File: src/include/cts_pkg.sv
// Shared constants for the transmit cancel and debug state block
package cts_pkg;
    // Register byte offsets
    localparam logic [7:0] OFS_CORE_CONTROL = 8'h00;
    localparam logic [7:0] OFS_RXQ1_STATUS  = 8'h04;
    localparam logic [7:0] OFS_TX_PENDING   = 8'h08;
    localparam logic [7:0] OFS_TX_ADD_REQ   = 8'h0C;
    localparam logic [7:0] OFS_TX_CANCEL    = 8'h10;
    localparam logic [7:0] OFS_TX_SENT      = 8'h14;
    localparam logic [7:0] OFS_TX_CDONE     = 8'h18;
    localparam logic [7:0] OFS_IRQ_STATUS   = 8'h1C;
    localparam logic [7:0] OFS_IRQ_CLEAR    = 8'h20;
    localparam logic [7:0] OFS_IRQ_ENABLE   = 8'h24;

    // Core control fields
    localparam int unsigned CTRL_INIT_BIT = 0;
    localparam int unsigned CTRL_CCE_BIT  = 1;
    localparam int unsigned CTRL_NAR_BIT  = 2;
    localparam logic        INIT_RESET    = 1'b1;
    localparam logic        CCE_RESET     = 1'b0;
    localparam logic        NAR_RESET     = 1'b0;

    // Debug message state field, low bits of the queue status register
    localparam int unsigned DMS_LSB  = 0;
    localparam logic [1:0]  DMS_IDLE = 2'h0;
    localparam logic [1:0]  DMS_ONE  = 2'h1;
    localparam logic [1:0]  DMS_TWO  = 2'h2;

    // Debug message kinds from the receive path
    localparam logic [1:0] DBG_KIND_A = 2'h0;
    localparam logic [1:0] DBG_KIND_B = 2'h1;
    localparam logic [1:0] DBG_KIND_C = 2'h2;

    // Interrupt status layout
    localparam int unsigned IRQ_W      = 3;
    localparam int unsigned IRQ_SENT   = 0;
    localparam int unsigned IRQ_CANCEL = 1;
    localparam int unsigned IRQ_DBG    = 2;
    localparam logic [2:0]  IRQ_EN_RESET = 3'h0;

    typedef enum logic {TX_IDLE, TX_ACTIVE} cts_tx_state_t;
endpackage : cts_pkg

File: src/hdl/cts_can_tx_cancel_debug_state.sv
// Transmit cancellation and debug message state logic with APB registers
//
// Design decisions made here: register access over APB and the placing of the registers.
`timescale 1ns/1ns
module cts_can_tx_cancel_debug_state #(
    parameter int unsigned NUM_BUF = 4
) (
    input  wire logic                       i_core_clk,
    input  wire logic                       i_reset,
    input  wire logic                       i_psel,
    input  wire logic                       i_penable,
    input  wire logic                       i_pwrite,
    input  wire logic [7:0]                 i_paddr,
    input  wire logic [31:0]                i_pwdata,
    output logic      [31:0]                o_prdata,
    output logic                            o_pready,
    output logic                            o_pslverr,
    input  wire logic                       i_tx_done,
    input  wire logic                       i_tx_fail,
    input  wire logic                       i_bus_off,
    input  wire logic                       i_dbg_msg,
    input  wire logic [1:0]                 i_dbg_kind,
    output logic                            o_tx_start,
    output logic      [$clog2(NUM_BUF)-1:0] o_tx_buf,
    output logic                            o_irq
);
    localparam int unsigned BW = $clog2(NUM_BUF);

    logic                     init;
    logic                     cce;
    logic                     nar;
    logic [1:0]               debug_msg_state;
    logic [NUM_BUF-1:0]       pending;
    logic [NUM_BUF-1:0]       creq;
    logic [NUM_BUF-1:0]       sent;
    logic [NUM_BUF-1:0]       cdone;
    logic [cts_pkg::IRQ_W-1:0] irq_status;
    logic [cts_pkg::IRQ_W-1:0] irq_en;
    logic                     bus_off_q;
    logic [BW-1:0]            cur;
    cts_pkg::cts_tx_state_t   tx_state;

    function automatic logic [BW-1:0] lowest(input logic [NUM_BUF-1:0] v);
        logic [BW-1:0] idx;
        idx = '0;
        for (int i = NUM_BUF - 1; i >= 0; i--) begin
            if (v[i]) begin
                idx = BW'(i);
            end
        end
        return idx;
    endfunction : lowest

    // Bus decode
    wire acc      = i_psel & i_penable;
    wire wr_fire  = acc & o_pready & i_pwrite;
    wire hit_ctrl = i_paddr == cts_pkg::OFS_CORE_CONTROL;
    wire hit_rxq  = i_paddr == cts_pkg::OFS_RXQ1_STATUS;
    wire hit_pend = i_paddr == cts_pkg::OFS_TX_PENDING;
    wire hit_add  = i_paddr == cts_pkg::OFS_TX_ADD_REQ;
    wire hit_canc = i_paddr == cts_pkg::OFS_TX_CANCEL;
    wire hit_sent = i_paddr == cts_pkg::OFS_TX_SENT;
    wire hit_cdn  = i_paddr == cts_pkg::OFS_TX_CDONE;
    wire hit_ist  = i_paddr == cts_pkg::OFS_IRQ_STATUS;
    wire hit_icl  = i_paddr == cts_pkg::OFS_IRQ_CLEAR;
    wire hit_ien  = i_paddr == cts_pkg::OFS_IRQ_ENABLE;
    wire mapped   = hit_ctrl | hit_rxq | hit_pend | hit_add | hit_canc |
                    hit_sent | hit_cdn | hit_ist | hit_icl | hit_ien;
    wire wr_ctrl  = wr_fire & hit_ctrl;
    wire wr_init1 = wr_ctrl & i_pwdata[cts_pkg::CTRL_INIT_BIT];

    wire [31:0] ctrl_rd = {29'h0, nar, cce, init};
    wire [31:0] rd_mux  =
        hit_ctrl ? ctrl_rd :
        hit_rxq  ? {30'h0, debug_msg_state} :
        hit_pend ? {{(32-NUM_BUF){1'b0}}, pending} :
        hit_canc ? {{(32-NUM_BUF){1'b0}}, creq} :
        hit_sent ? {{(32-NUM_BUF){1'b0}}, sent} :
        hit_cdn  ? {{(32-NUM_BUF){1'b0}}, cdone} :
        hit_ist  ? {{(32-cts_pkg::IRQ_W){1'b0}}, irq_status} :
        hit_ien  ? {{(32-cts_pkg::IRQ_W){1'b0}}, irq_en} : 32'h0000_0000;

    // Transmit bookkeeping
    wire                active   = tx_state == cts_pkg::TX_ACTIVE;
    wire [NUM_BUF-1:0]  act_vec  = active ? (NUM_BUF'(1) << cur) : '0;
    wire [NUM_BUF-1:0]  add_vec  = (wr_fire & hit_add) ?
                                   i_pwdata[NUM_BUF-1:0] & ~pending : '0;
    wire [NUM_BUF-1:0]  cwr_vec  = (wr_fire & hit_canc) ?
                                   i_pwdata[NUM_BUF-1:0] & pending : '0;
    wire [NUM_BUF-1:0]  ok_vec   = i_tx_done ? act_vec : '0;
    wire [NUM_BUF-1:0]  fail_vec = (i_tx_fail & ~i_tx_done) ? act_vec : '0;
    wire [NUM_BUF-1:0]  stop_vec = fail_vec & (creq | {NUM_BUF{nar}});
    // Idle buffers cancel at once; the running one only after it fails
    wire [NUM_BUF-1:0]  cdn_vec  = (fail_vec & creq) |
                                   (creq & pending & ~act_vec);
    wire                retry    = |fail_vec & ~|stop_vec;
    wire [NUM_BUF-1:0]  elig     = pending & ~creq & ~cwr_vec;
    wire                start    = ~active & ~init & |elig;
    wire [BW-1:0]       pick     = lowest(elig);
    wire [NUM_BUF-1:0]  next_pending = (pending & ~(ok_vec | stop_vec |
                                        cdn_vec)) | add_vec;
    wire [NUM_BUF-1:0]  next_sent    = (sent & ~add_vec) | ok_vec;
    wire [NUM_BUF-1:0]  next_cdone   = (cdone & ~add_vec) | cdn_vec;
    wire [NUM_BUF-1:0]  next_creq    = (creq | cwr_vec) & next_pending;

    // Debug message state
    wire dbg_reset = wr_init1 | (i_bus_off & ~bus_off_q);
    wire dbg_take  = i_dbg_msg & ~init;
    wire [1:0] dbg_seq =
        (debug_msg_state == cts_pkg::DMS_IDLE && i_dbg_kind == cts_pkg::DBG_KIND_A) ?
            cts_pkg::DMS_ONE :
        (debug_msg_state == cts_pkg::DMS_ONE && i_dbg_kind == cts_pkg::DBG_KIND_B) ?
            cts_pkg::DMS_TWO :
        (i_dbg_kind == cts_pkg::DBG_KIND_A) ? cts_pkg::DMS_ONE :
            cts_pkg::DMS_IDLE;
    // Only the message path and resets move it, never config enable
    wire [1:0] next_dms = dbg_reset ? cts_pkg::DMS_IDLE :
                          dbg_take  ? dbg_seq : debug_msg_state;
    wire next_init = wr_ctrl ? i_pwdata[cts_pkg::CTRL_INIT_BIT] :
                     (init | (i_bus_off & ~bus_off_q));

    // Sticky events; a new event beats a clear in the same cycle
    wire [cts_pkg::IRQ_W-1:0] ev_vec;
    assign ev_vec[cts_pkg::IRQ_SENT]   = |ok_vec;
    assign ev_vec[cts_pkg::IRQ_CANCEL] = |cdn_vec;
    assign ev_vec[cts_pkg::IRQ_DBG]    = next_dms != debug_msg_state;
    wire [cts_pkg::IRQ_W-1:0] clr_vec  = (wr_fire & hit_icl) ?
                                i_pwdata[cts_pkg::IRQ_W-1:0] : '0;
    wire [cts_pkg::IRQ_W-1:0] next_irq = (irq_status & ~clr_vec) | ev_vec;
    wire [cts_pkg::IRQ_W-1:0] clr_only = clr_vec & ~ev_vec;
    // Line follows an enable write at once, not a cycle late
    wire [cts_pkg::IRQ_W-1:0] next_ien = (wr_fire & hit_ien) ?
                                i_pwdata[cts_pkg::IRQ_W-1:0] : irq_en;

    // Answer one cycle into the access phase
    always_ff @(posedge i_core_clk or posedge i_reset) begin
        if (i_reset) begin
            o_pready  <= 1'b0;
            o_pslverr <= 1'b0;
            o_prdata  <= 32'h0000_0000;
        end else begin
            o_pready  <= acc & ~o_pready;
            o_pslverr <= acc & ~o_pready & ~mapped;
            o_prdata  <= (acc & ~o_pready & ~i_pwrite) ? rd_mux : o_prdata;
        end
    end

    always_ff @(posedge i_core_clk or posedge i_reset) begin
        if (i_reset) begin
            init      <= cts_pkg::INIT_RESET;
            cce       <= cts_pkg::CCE_RESET;
            nar       <= cts_pkg::NAR_RESET;
            bus_off_q <= 1'b0;
            debug_msg_state       <= cts_pkg::DMS_IDLE;
        end else begin
            init      <= next_init;
            cce       <= wr_ctrl ? i_pwdata[cts_pkg::CTRL_CCE_BIT] : cce;
            nar       <= wr_ctrl ? i_pwdata[cts_pkg::CTRL_NAR_BIT] : nar;
            bus_off_q <= i_bus_off;
            debug_msg_state       <= next_dms;
        end
    end

    always_ff @(posedge i_core_clk or posedge i_reset) begin
        if (i_reset) begin
            pending <= '0;
            creq    <= '0;
            sent    <= '0;
            cdone   <= '0;
        end else begin
            pending <= next_pending;
            creq    <= next_creq;
            sent    <= next_sent;
            cdone   <= next_cdone;
        end
    end

    // Frame sequencer; a frame once started always runs to its end
    always_ff @(posedge i_core_clk or posedge i_reset) begin
        if (i_reset) begin
            tx_state   <= cts_pkg::TX_IDLE;
            cur        <= '0;
            o_tx_start <= 1'b0;
            o_tx_buf   <= '0;
        end else begin
            o_tx_start <= start | retry;
            unique case (tx_state)
                cts_pkg::TX_IDLE: begin
                    if (start) begin
                        tx_state <= cts_pkg::TX_ACTIVE;
                        cur      <= pick;
                        o_tx_buf <= pick;
                    end
                end
                cts_pkg::TX_ACTIVE: begin
                    if (|ok_vec || |stop_vec) begin
                        tx_state <= cts_pkg::TX_IDLE;
                    end
                end
            endcase
        end
    end

    always_ff @(posedge i_core_clk or posedge i_reset) begin
        if (i_reset) begin
            irq_status <= '0;
            irq_en     <= cts_pkg::IRQ_EN_RESET;
            o_irq      <= 1'b0;
        end else begin
            irq_status <= next_irq;
            irq_en     <= next_ien;
            o_irq      <= |(next_irq & next_ien);
        end
    end
endmodule : cts_can_tx_cancel_debug_state

File: config.mk
export PLATFORM = sky130hd
export DESIGN_NAME = cts_can_tx_cancel_debug_state
export DESIGN_NICKNAME = d
export VERILOG_FILES = /design/src/include/cts_pkg.sv /design/src/hdl/cts_can_tx_cancel_debug_state.sv
export SDC_FILE = /design/constraint.sdc
export NUM_CORES = 1
export LEC_CHECK = 0
export CAP_MARGIN = 10
export CORE_ASPECT_RATIO = 1.4
export CORE_MARGIN = 1.5
export CORE_UTILIZATION = 25
export CTS_BUF_LIST = sky130_fd_sc_hd__clkbuf_16
export DETAILED_ROUTE_END_ITERATION = 12
export DONT_BUFFER_PORTS = 1
export PLACE_DENSITY_LB_ADDON = 0.25
export SLEW_MARGIN = 20
export SYNTH_ARGS = -nofsm -noshare
export SYNTH_HDL_FRONTEND = slang
export SYNTH_SLANG_ARGS = --single-unit
File: constraint.sdc
create_clock -name i_core_clk -period 2.7 [get_ports i_core_clk]
set_input_delay 0.135 -clock i_core_clk [delete_from_list [all_inputs] [get_ports i_core_clk]]
set_output_delay 0.135 -clock i_core_clk [all_outputs]
set_load 0.05 [all_outputs]
== Word-level counts from Yosys, hierarchy flattened ==
Index checks and enable logic that the tools add are counted.

* Input port bits: 51
* Logic and storage cells: 140
* Output and inout port bits: 38
* Register bits: 67

* Reductions and logical operators: 14
* Shifts and indexed selects: 1
* Bitwise gates (word level): 67
* Mux-type cells: 28
* Equal/unequal tests: 12

{| class="wikitable"
|+ Operators by type and width
! kind !! number
|-
| $and A4 B4 Y4 || 12
|-
| $mux W4 || 11
|-
| $eq A8 B5 Y1 const B || 4
|-
| $or A4 B4 Y4 || 8
|-
| $not A4 Y4 || 6
|-
| $reduce_or A4 Y1 || 5
|-
| $and A1 B1 Y1 || 18
|-
| $eq A8 B4 Y1 const B || 2
|-
| $eq A8 B6 Y1 const B || 2
|-
| $mux W2 || 8
|-
| $mux W3 || 4
|-
| $or A1 B1 Y1 || 12
|-
| $eq A8 B3 Y1 const B || 1
|-
| $logic_not A8 Y1 || 1
|-
| $not A1 Y1 || 7
|-
| $and A3 B3 Y3 || 2
|-
| $eq A2 B1 Y1 const B || 2
|-
| $logic_not A2 Y1 || 2
|-
| $mux W1 || 4
|-
| $shl A1 B2 Y4 const A || 1
|-
| $not A3 Y3 || 1
|-
| $or A3 B3 Y3 || 1
|-
| $reduce_or A3 Y1 || 1
|-
| $logic_and A1 B1 Y1 || 2
|-
| 5 further kinds || 5
|}

== Longest topological paths before layout ==
* Word-level depth: 12
* Depth in mapped cells: 7
* Mapped depth without buffers: 5

== Worst setup path before layout ==
No wires, ideal clock.

* Kind: register to register
* Start point: reg o_pready
* End point: reg o_irq
* Setup slack: 454 ps
* Cell stages (with the launch flop): 7
* Library setup time: 126 ps
* Arrival time: 2,120 ps
* Data required time: 2,574 ps
* Path through: dfrtp_1 -> and4_1 -> clkbuf_1 -> and3_1 -> nand2_1 -> a2111o_1 -> a221o_1

* Elaborated cells between the ends (all ways): 16
* Those cells by class: 1 x eq/ne; 3 x mux; 11 x bitwise; 1 x reduce/logical

{| class="wikitable"
|+ RTL lines
! what !! line !! source
|-
| start: declaration || cts_can_tx_cancel_debug_state.sv:16 || <nowiki>output logic o_pready,</nowiki>
|-
| start signal: assignment || cts_can_tx_cancel_debug_state.sv:142 || <nowiki>o_pready <= acc & ~o_pready;</nowiki>
|-
| $and A1 B1 Y1 (2 in a row) || cts_can_tx_cancel_debug_state.sv:56 || <nowiki>wire wr_fire = acc & o_pready & i_pwrite;</nowiki>
|-
| $and A1 B1 Y1 || cts_can_tx_cancel_debug_state.sv:127 || <nowiki>wire [cts_pkg::IRQ_W-1:0] clr_vec = (wr_fire & hit_icl) ?</nowiki>
|-
| $mux W3 || cts_can_tx_cancel_debug_state.sv:127 ||
|-
| $not A3 Y3 || cts_can_tx_cancel_debug_state.sv:129 || <nowiki>wire [cts_pkg::IRQ_W-1:0] next_irq = (irq_status & ~clr_vec) | ev_vec;</nowiki>
|-
| $and A3 B3 Y3 || cts_can_tx_cancel_debug_state.sv:129 ||
|-
| $or A3 B3 Y3 || cts_can_tx_cancel_debug_state.sv:129 ||
|-
| net next_irq (one bit) || cts_can_tx_cancel_debug_state.sv:129 ||
|-
| $and A3 B3 Y3 || cts_can_tx_cancel_debug_state.sv:212 || <nowiki>o_irq <= |(next_irq & next_ien);</nowiki>
|-
| $reduce_or A3 Y1 || cts_can_tx_cancel_debug_state.sv:212 ||
|-
| end signal: assignment || cts_can_tx_cancel_debug_state.sv:212 ||
|-
| end: declaration || cts_can_tx_cancel_debug_state.sv:25 || <nowiki>output logic o_irq</nowiki>
|}

The timed path passes the listed nets, and every way through them passes these cells.
A chain may end at the register's enable or synchronous reset.

==> impl_metrics.py <==
metrics = {
    "outcome": {
        "status": "finished, final reports clean",
    },
    "timing": {
        "max-slew-margin-rel": 0.5768,
        "skew_ps": 3.621,
        "maxSlewViolCount": 0,
        "period_needed_ps": 2133,
        "final_hold_viol_count": 0,
        "setup_viol": 0,
        "worst_pin_slew_ps": 630.0,
        "finalSetupTns_ps": 0,
        "setup_ws_ps": 566.5,
        "post-route-period-util": 0.7902,
        "fmax_mhz": 468.7,
        "rsz0062_at_grt": "no",
    },
    "logic_synthesis": {
        "syn_area_per_cell_um2": 9.524,
        "synth_edf_count": 0,
        "yosysUniqueCellTypes": 59,
        "synth.cell_area_mm2": 0.002476,
        "async_flop_share": 1.000,
        "synth_ff_type": "dfrtp_1",
        "ys_seq_area_frac": 0.3946,
        "synthCells": 260,
        "ys_warn_count": 0,
        "ys_ff_latch": 39,
    },
    "critical_path": {
        "worstPathArrival_ps": 2310,
        "cp_data_required_time_ps": 2870,
        "cp-start-kind": "flop",
        "cp-end-kind": "flop",
        "rr_startpoint": "o_tx_buf[1]$_DFFE_PP0P_",
        "path_class": "reg2reg",
        "critical-path-slowest-cell": "dfrtp_1",
        "r2r_end": "o_irq$_DFF_PP0_",
        "max_stage_delay_ps": 470,
        "ff2ff_path_depth": 5,
        "path_max_fanout": 8,
        "rrSetupSlack_ps": 570,
        "crit_chain": "and3b_1 > mux2i_1 > o22ai_1 > a2111o_1 > a221o_1",
    },
    "clock_tree": {
        "clock_latency_ps": 290,
        "ctsHtreeMaxLevel": 2,
        "cts_setup_buffers": 0,
        "cts.clk_slew.worst_paths_ps": 60,
        "cts-root-buf": "clkbuf_16",
        "numCtsBuffers": 5,
        "cts_tree": "done",
        "clockBufferDepth": 2,
        "clkSinkCount": 39,
    },
    "detailed_routing": {
        "drtIter0Drc": 123,
        "num_vias": 2007,
        "drc_errors": 0,
        "firstDrtPassIters": 4,
        "routed_wl_um": 6687,
        "ant_nets": 0,
        "avgRoutedWirePerCell_um": 16.47,
        "viasPerCell": 4.943,
    },
    "placed_design": {
        "preCtsSetupSlack_ps": 571.8,
        "numPortBuffers": 0,
        "hpwl_um": 5036,
        "routabilityCongestion": 0.7880,
        "dp.cells": 388,
    },
    "floorplanning": {
        "fp-row-count": 42,
        "top_level_ports": 89,
        "die_height_um": 120.8,
        "die_x_um": 87.11,
        "die-area_mm2": 0.01052,
        "start_util": 0.2589,
        "coreArea_mm2": 0.009564,
    },
    "global_route": {
        "grt_start_max_net_pins": 27,
        "grt_overflow": 0,
        "first_global_vias": 2005,
        "grt_pass1_wl_um": 10840,
        "grt_antenna_before_repair": 0,
        "grt_usage": 0.1358,
    },
    "finish": {
        "area_growth_pct": 14.55,
        "nFillCells": 1029,
        "final_core_util": 0.2966,
        "layout.cells.non_filler": 406,
        "drive_gt1_frac": 0.1168,
        "diodes": 0,
        "fin_nets": 324,
    },
    "min_path": {
        "hold_start": "i_pwdata[3]",
        "whs_path_depth": 2,
        "hold_end": "creq[3]$_DFF_PP0_",
        "hold_path.class": "in2reg",
    },
    "flow_run": {
        "cap_violations": 0,
    },
    "power_and_ir_drop": {
        "powerDensity_mw_per_mm2": 548.6,
        "power_mw": 1.556,
        "max-vdd-ir-drop_mv": 0.2348,
        "power_leakage_nw": 1.226,
    },
}
==> report_power, final <==
part | total, mW | switching, mW | leakage (nW) | internal, mW
Sequential | 0.606 | 0.0115 | 0.529 | 0.594
Clock | 0.784 | 0.254 | 0.0900 | 0.530
Combinational | 0.166 | 0.130 | 0.607 | 0.0367
Total | 1.56 | 0.396 | 1.23 | 1.16
==> cell usage after synthesis, types with 4 or more instances <==
| cell | number | share of area |
|---|---|---|
| a22o_1 | 6 | 0.021 |
| nand3_1 | 4 | 0.0081 |
| dfrtp_1 | 38 | 0.38 |
| nor3_1 | 6 | 0.012 |
| buf_4 | 28 | 0.085 |
| nand2b_1 | 8 | 0.020 |
| nor3b_1 | 5 | 0.015 |
| nor2b_1 | 5 | 0.013 |
| mux2_2 | 6 | 0.027 |
| o22ai_1 | 4 | 0.010 |
| mux2i_1 | 10 | 0.040 |
| clkbuf_1 | 9 | 0.014 |
| nor2_1 | 9 | 0.014 |
| a21oi_1 | 12 | 0.024 |
| nand2_1 | 19 | 0.029 |
| a41oi_1 | 4 | 0.014 |
| o21ai_0 | 13 | 0.026 |
| and3_1 | 5 | 0.013 |
| inv_1 | 8 | 0.012 |
| a31oi_1 | 5 | 0.013 |
==> cells by family (layout without fill, tap and decap cells) <==
logic type	Yosys count	after routing	share of synthesized area
DFF	39	39	0.3946
buffers and inverters	47	34	0.1167
and+or+nand+nor	85	85	0.2143
other	1	28	0.001514
muxes	16	16	0.06771
AOI/OAI and AO/OA	72	72	0.2052
==> final cells by class <==
type,count,area [um^2],share of cell area
clock buffers,5,125.1,0.04411
clock inverters,3,67.56,0.02382
inverters,8,30.03,0.01059
multi-input cells,201,1311,0.4623
flip-flops and latches,39,977.2,0.3445
well taps,132,165.2,0.05823
repair buffers,18,160.2,0.05646
==> registers in the layout (all words and copies together), names as in the netlist, 2 cells and up <==
signal / flops
cdone: 4
creq: 4
debug_msg_state: 2
irq_en: 3
irq_status: 3
o_prdata: 4
o_tx_buf: 2
pending: 4
sent: 4
==> layout by cell type, fill, tap and decap left out, drive strengths merged, types with 5 or more instances in the layout <==
master and count:
conb 28, buf 8, and3 5, nor3 6
nor2 9, inv 8, o21ai 15, a22o 6
nor2b 5, mux2i 10, a21oi 12, dfrtp 38
nand2b 8, clkbuf 5, mux2 6, nand2 19
a31oi 5, nor3b 6, dlygate4sd3 10
==> per-layer routing <==
layer / part of all wire / GRT usage / vias up
li1: - / - / 935
met1: 0.40 / 0.1532 / 995
met2: 0.53 / 0.2432 / 66
met3: 0.046 / 0.02594 / 11
met4: 0.027 / 0.06052 / 0
met5: 0 / 0 / -
==> worst max-delay path by stage <==
| stage | start | to | slack, ps | cells after the start |
|---|---|---|---|---|
| after global routing | active$_DFF_PP0_ | o_irq$_DFF_PP0_ | 410 | 5 |
| final | o_tx_buf[1]$_DFFE_PP0P_ | o_irq$_DFF_PP0_ | 570 | 5 |
| after CTS | o_tx_buf[1]$_DFFE_PP0P_ | o_irq$_DFF_PP0_ | 560 | 5 |
| after detailed placement | active$_DFF_PP0_ | o_irq$_DFF_PP0_ | 570 | 5 |
| after global placement | active$_DFF_PP0_ | o_irq$_DFF_PP0_ | 560 | 5 |
| after floorplan | o_pready$_DFF_PP0_ | o_irq$_DFF_PP0_ | 450 | 6 |
==> stage by stage <==
step           instance area (um^2)  hold slack [ps]
2_1_floorplan                  2577            166.4
3_3_place_gp                   2544            166.5
3_5_place_dp                   2544            166.5
4_1_cts                        2826            3.020
5_1_grt                        2836            9.594
6_report                       2836            5.866
==> worst max-delay path, delay by kind of cell (launching register included) <==
kind,cells,cell delay [ps]
multiplexers,1,270
AND/OR/NAND/NOR,1,350
AO/OA/AOI/OAI,3,930
flip-flops,1,470
==> what timing repair did <==
action | CTS | global route
gates resized for setup | 0 | 0
endpoints found under the hold margin | 11 | 23
hold buffers | 9 | 1
No activity file was read; power rests on OpenSTA's default activity.
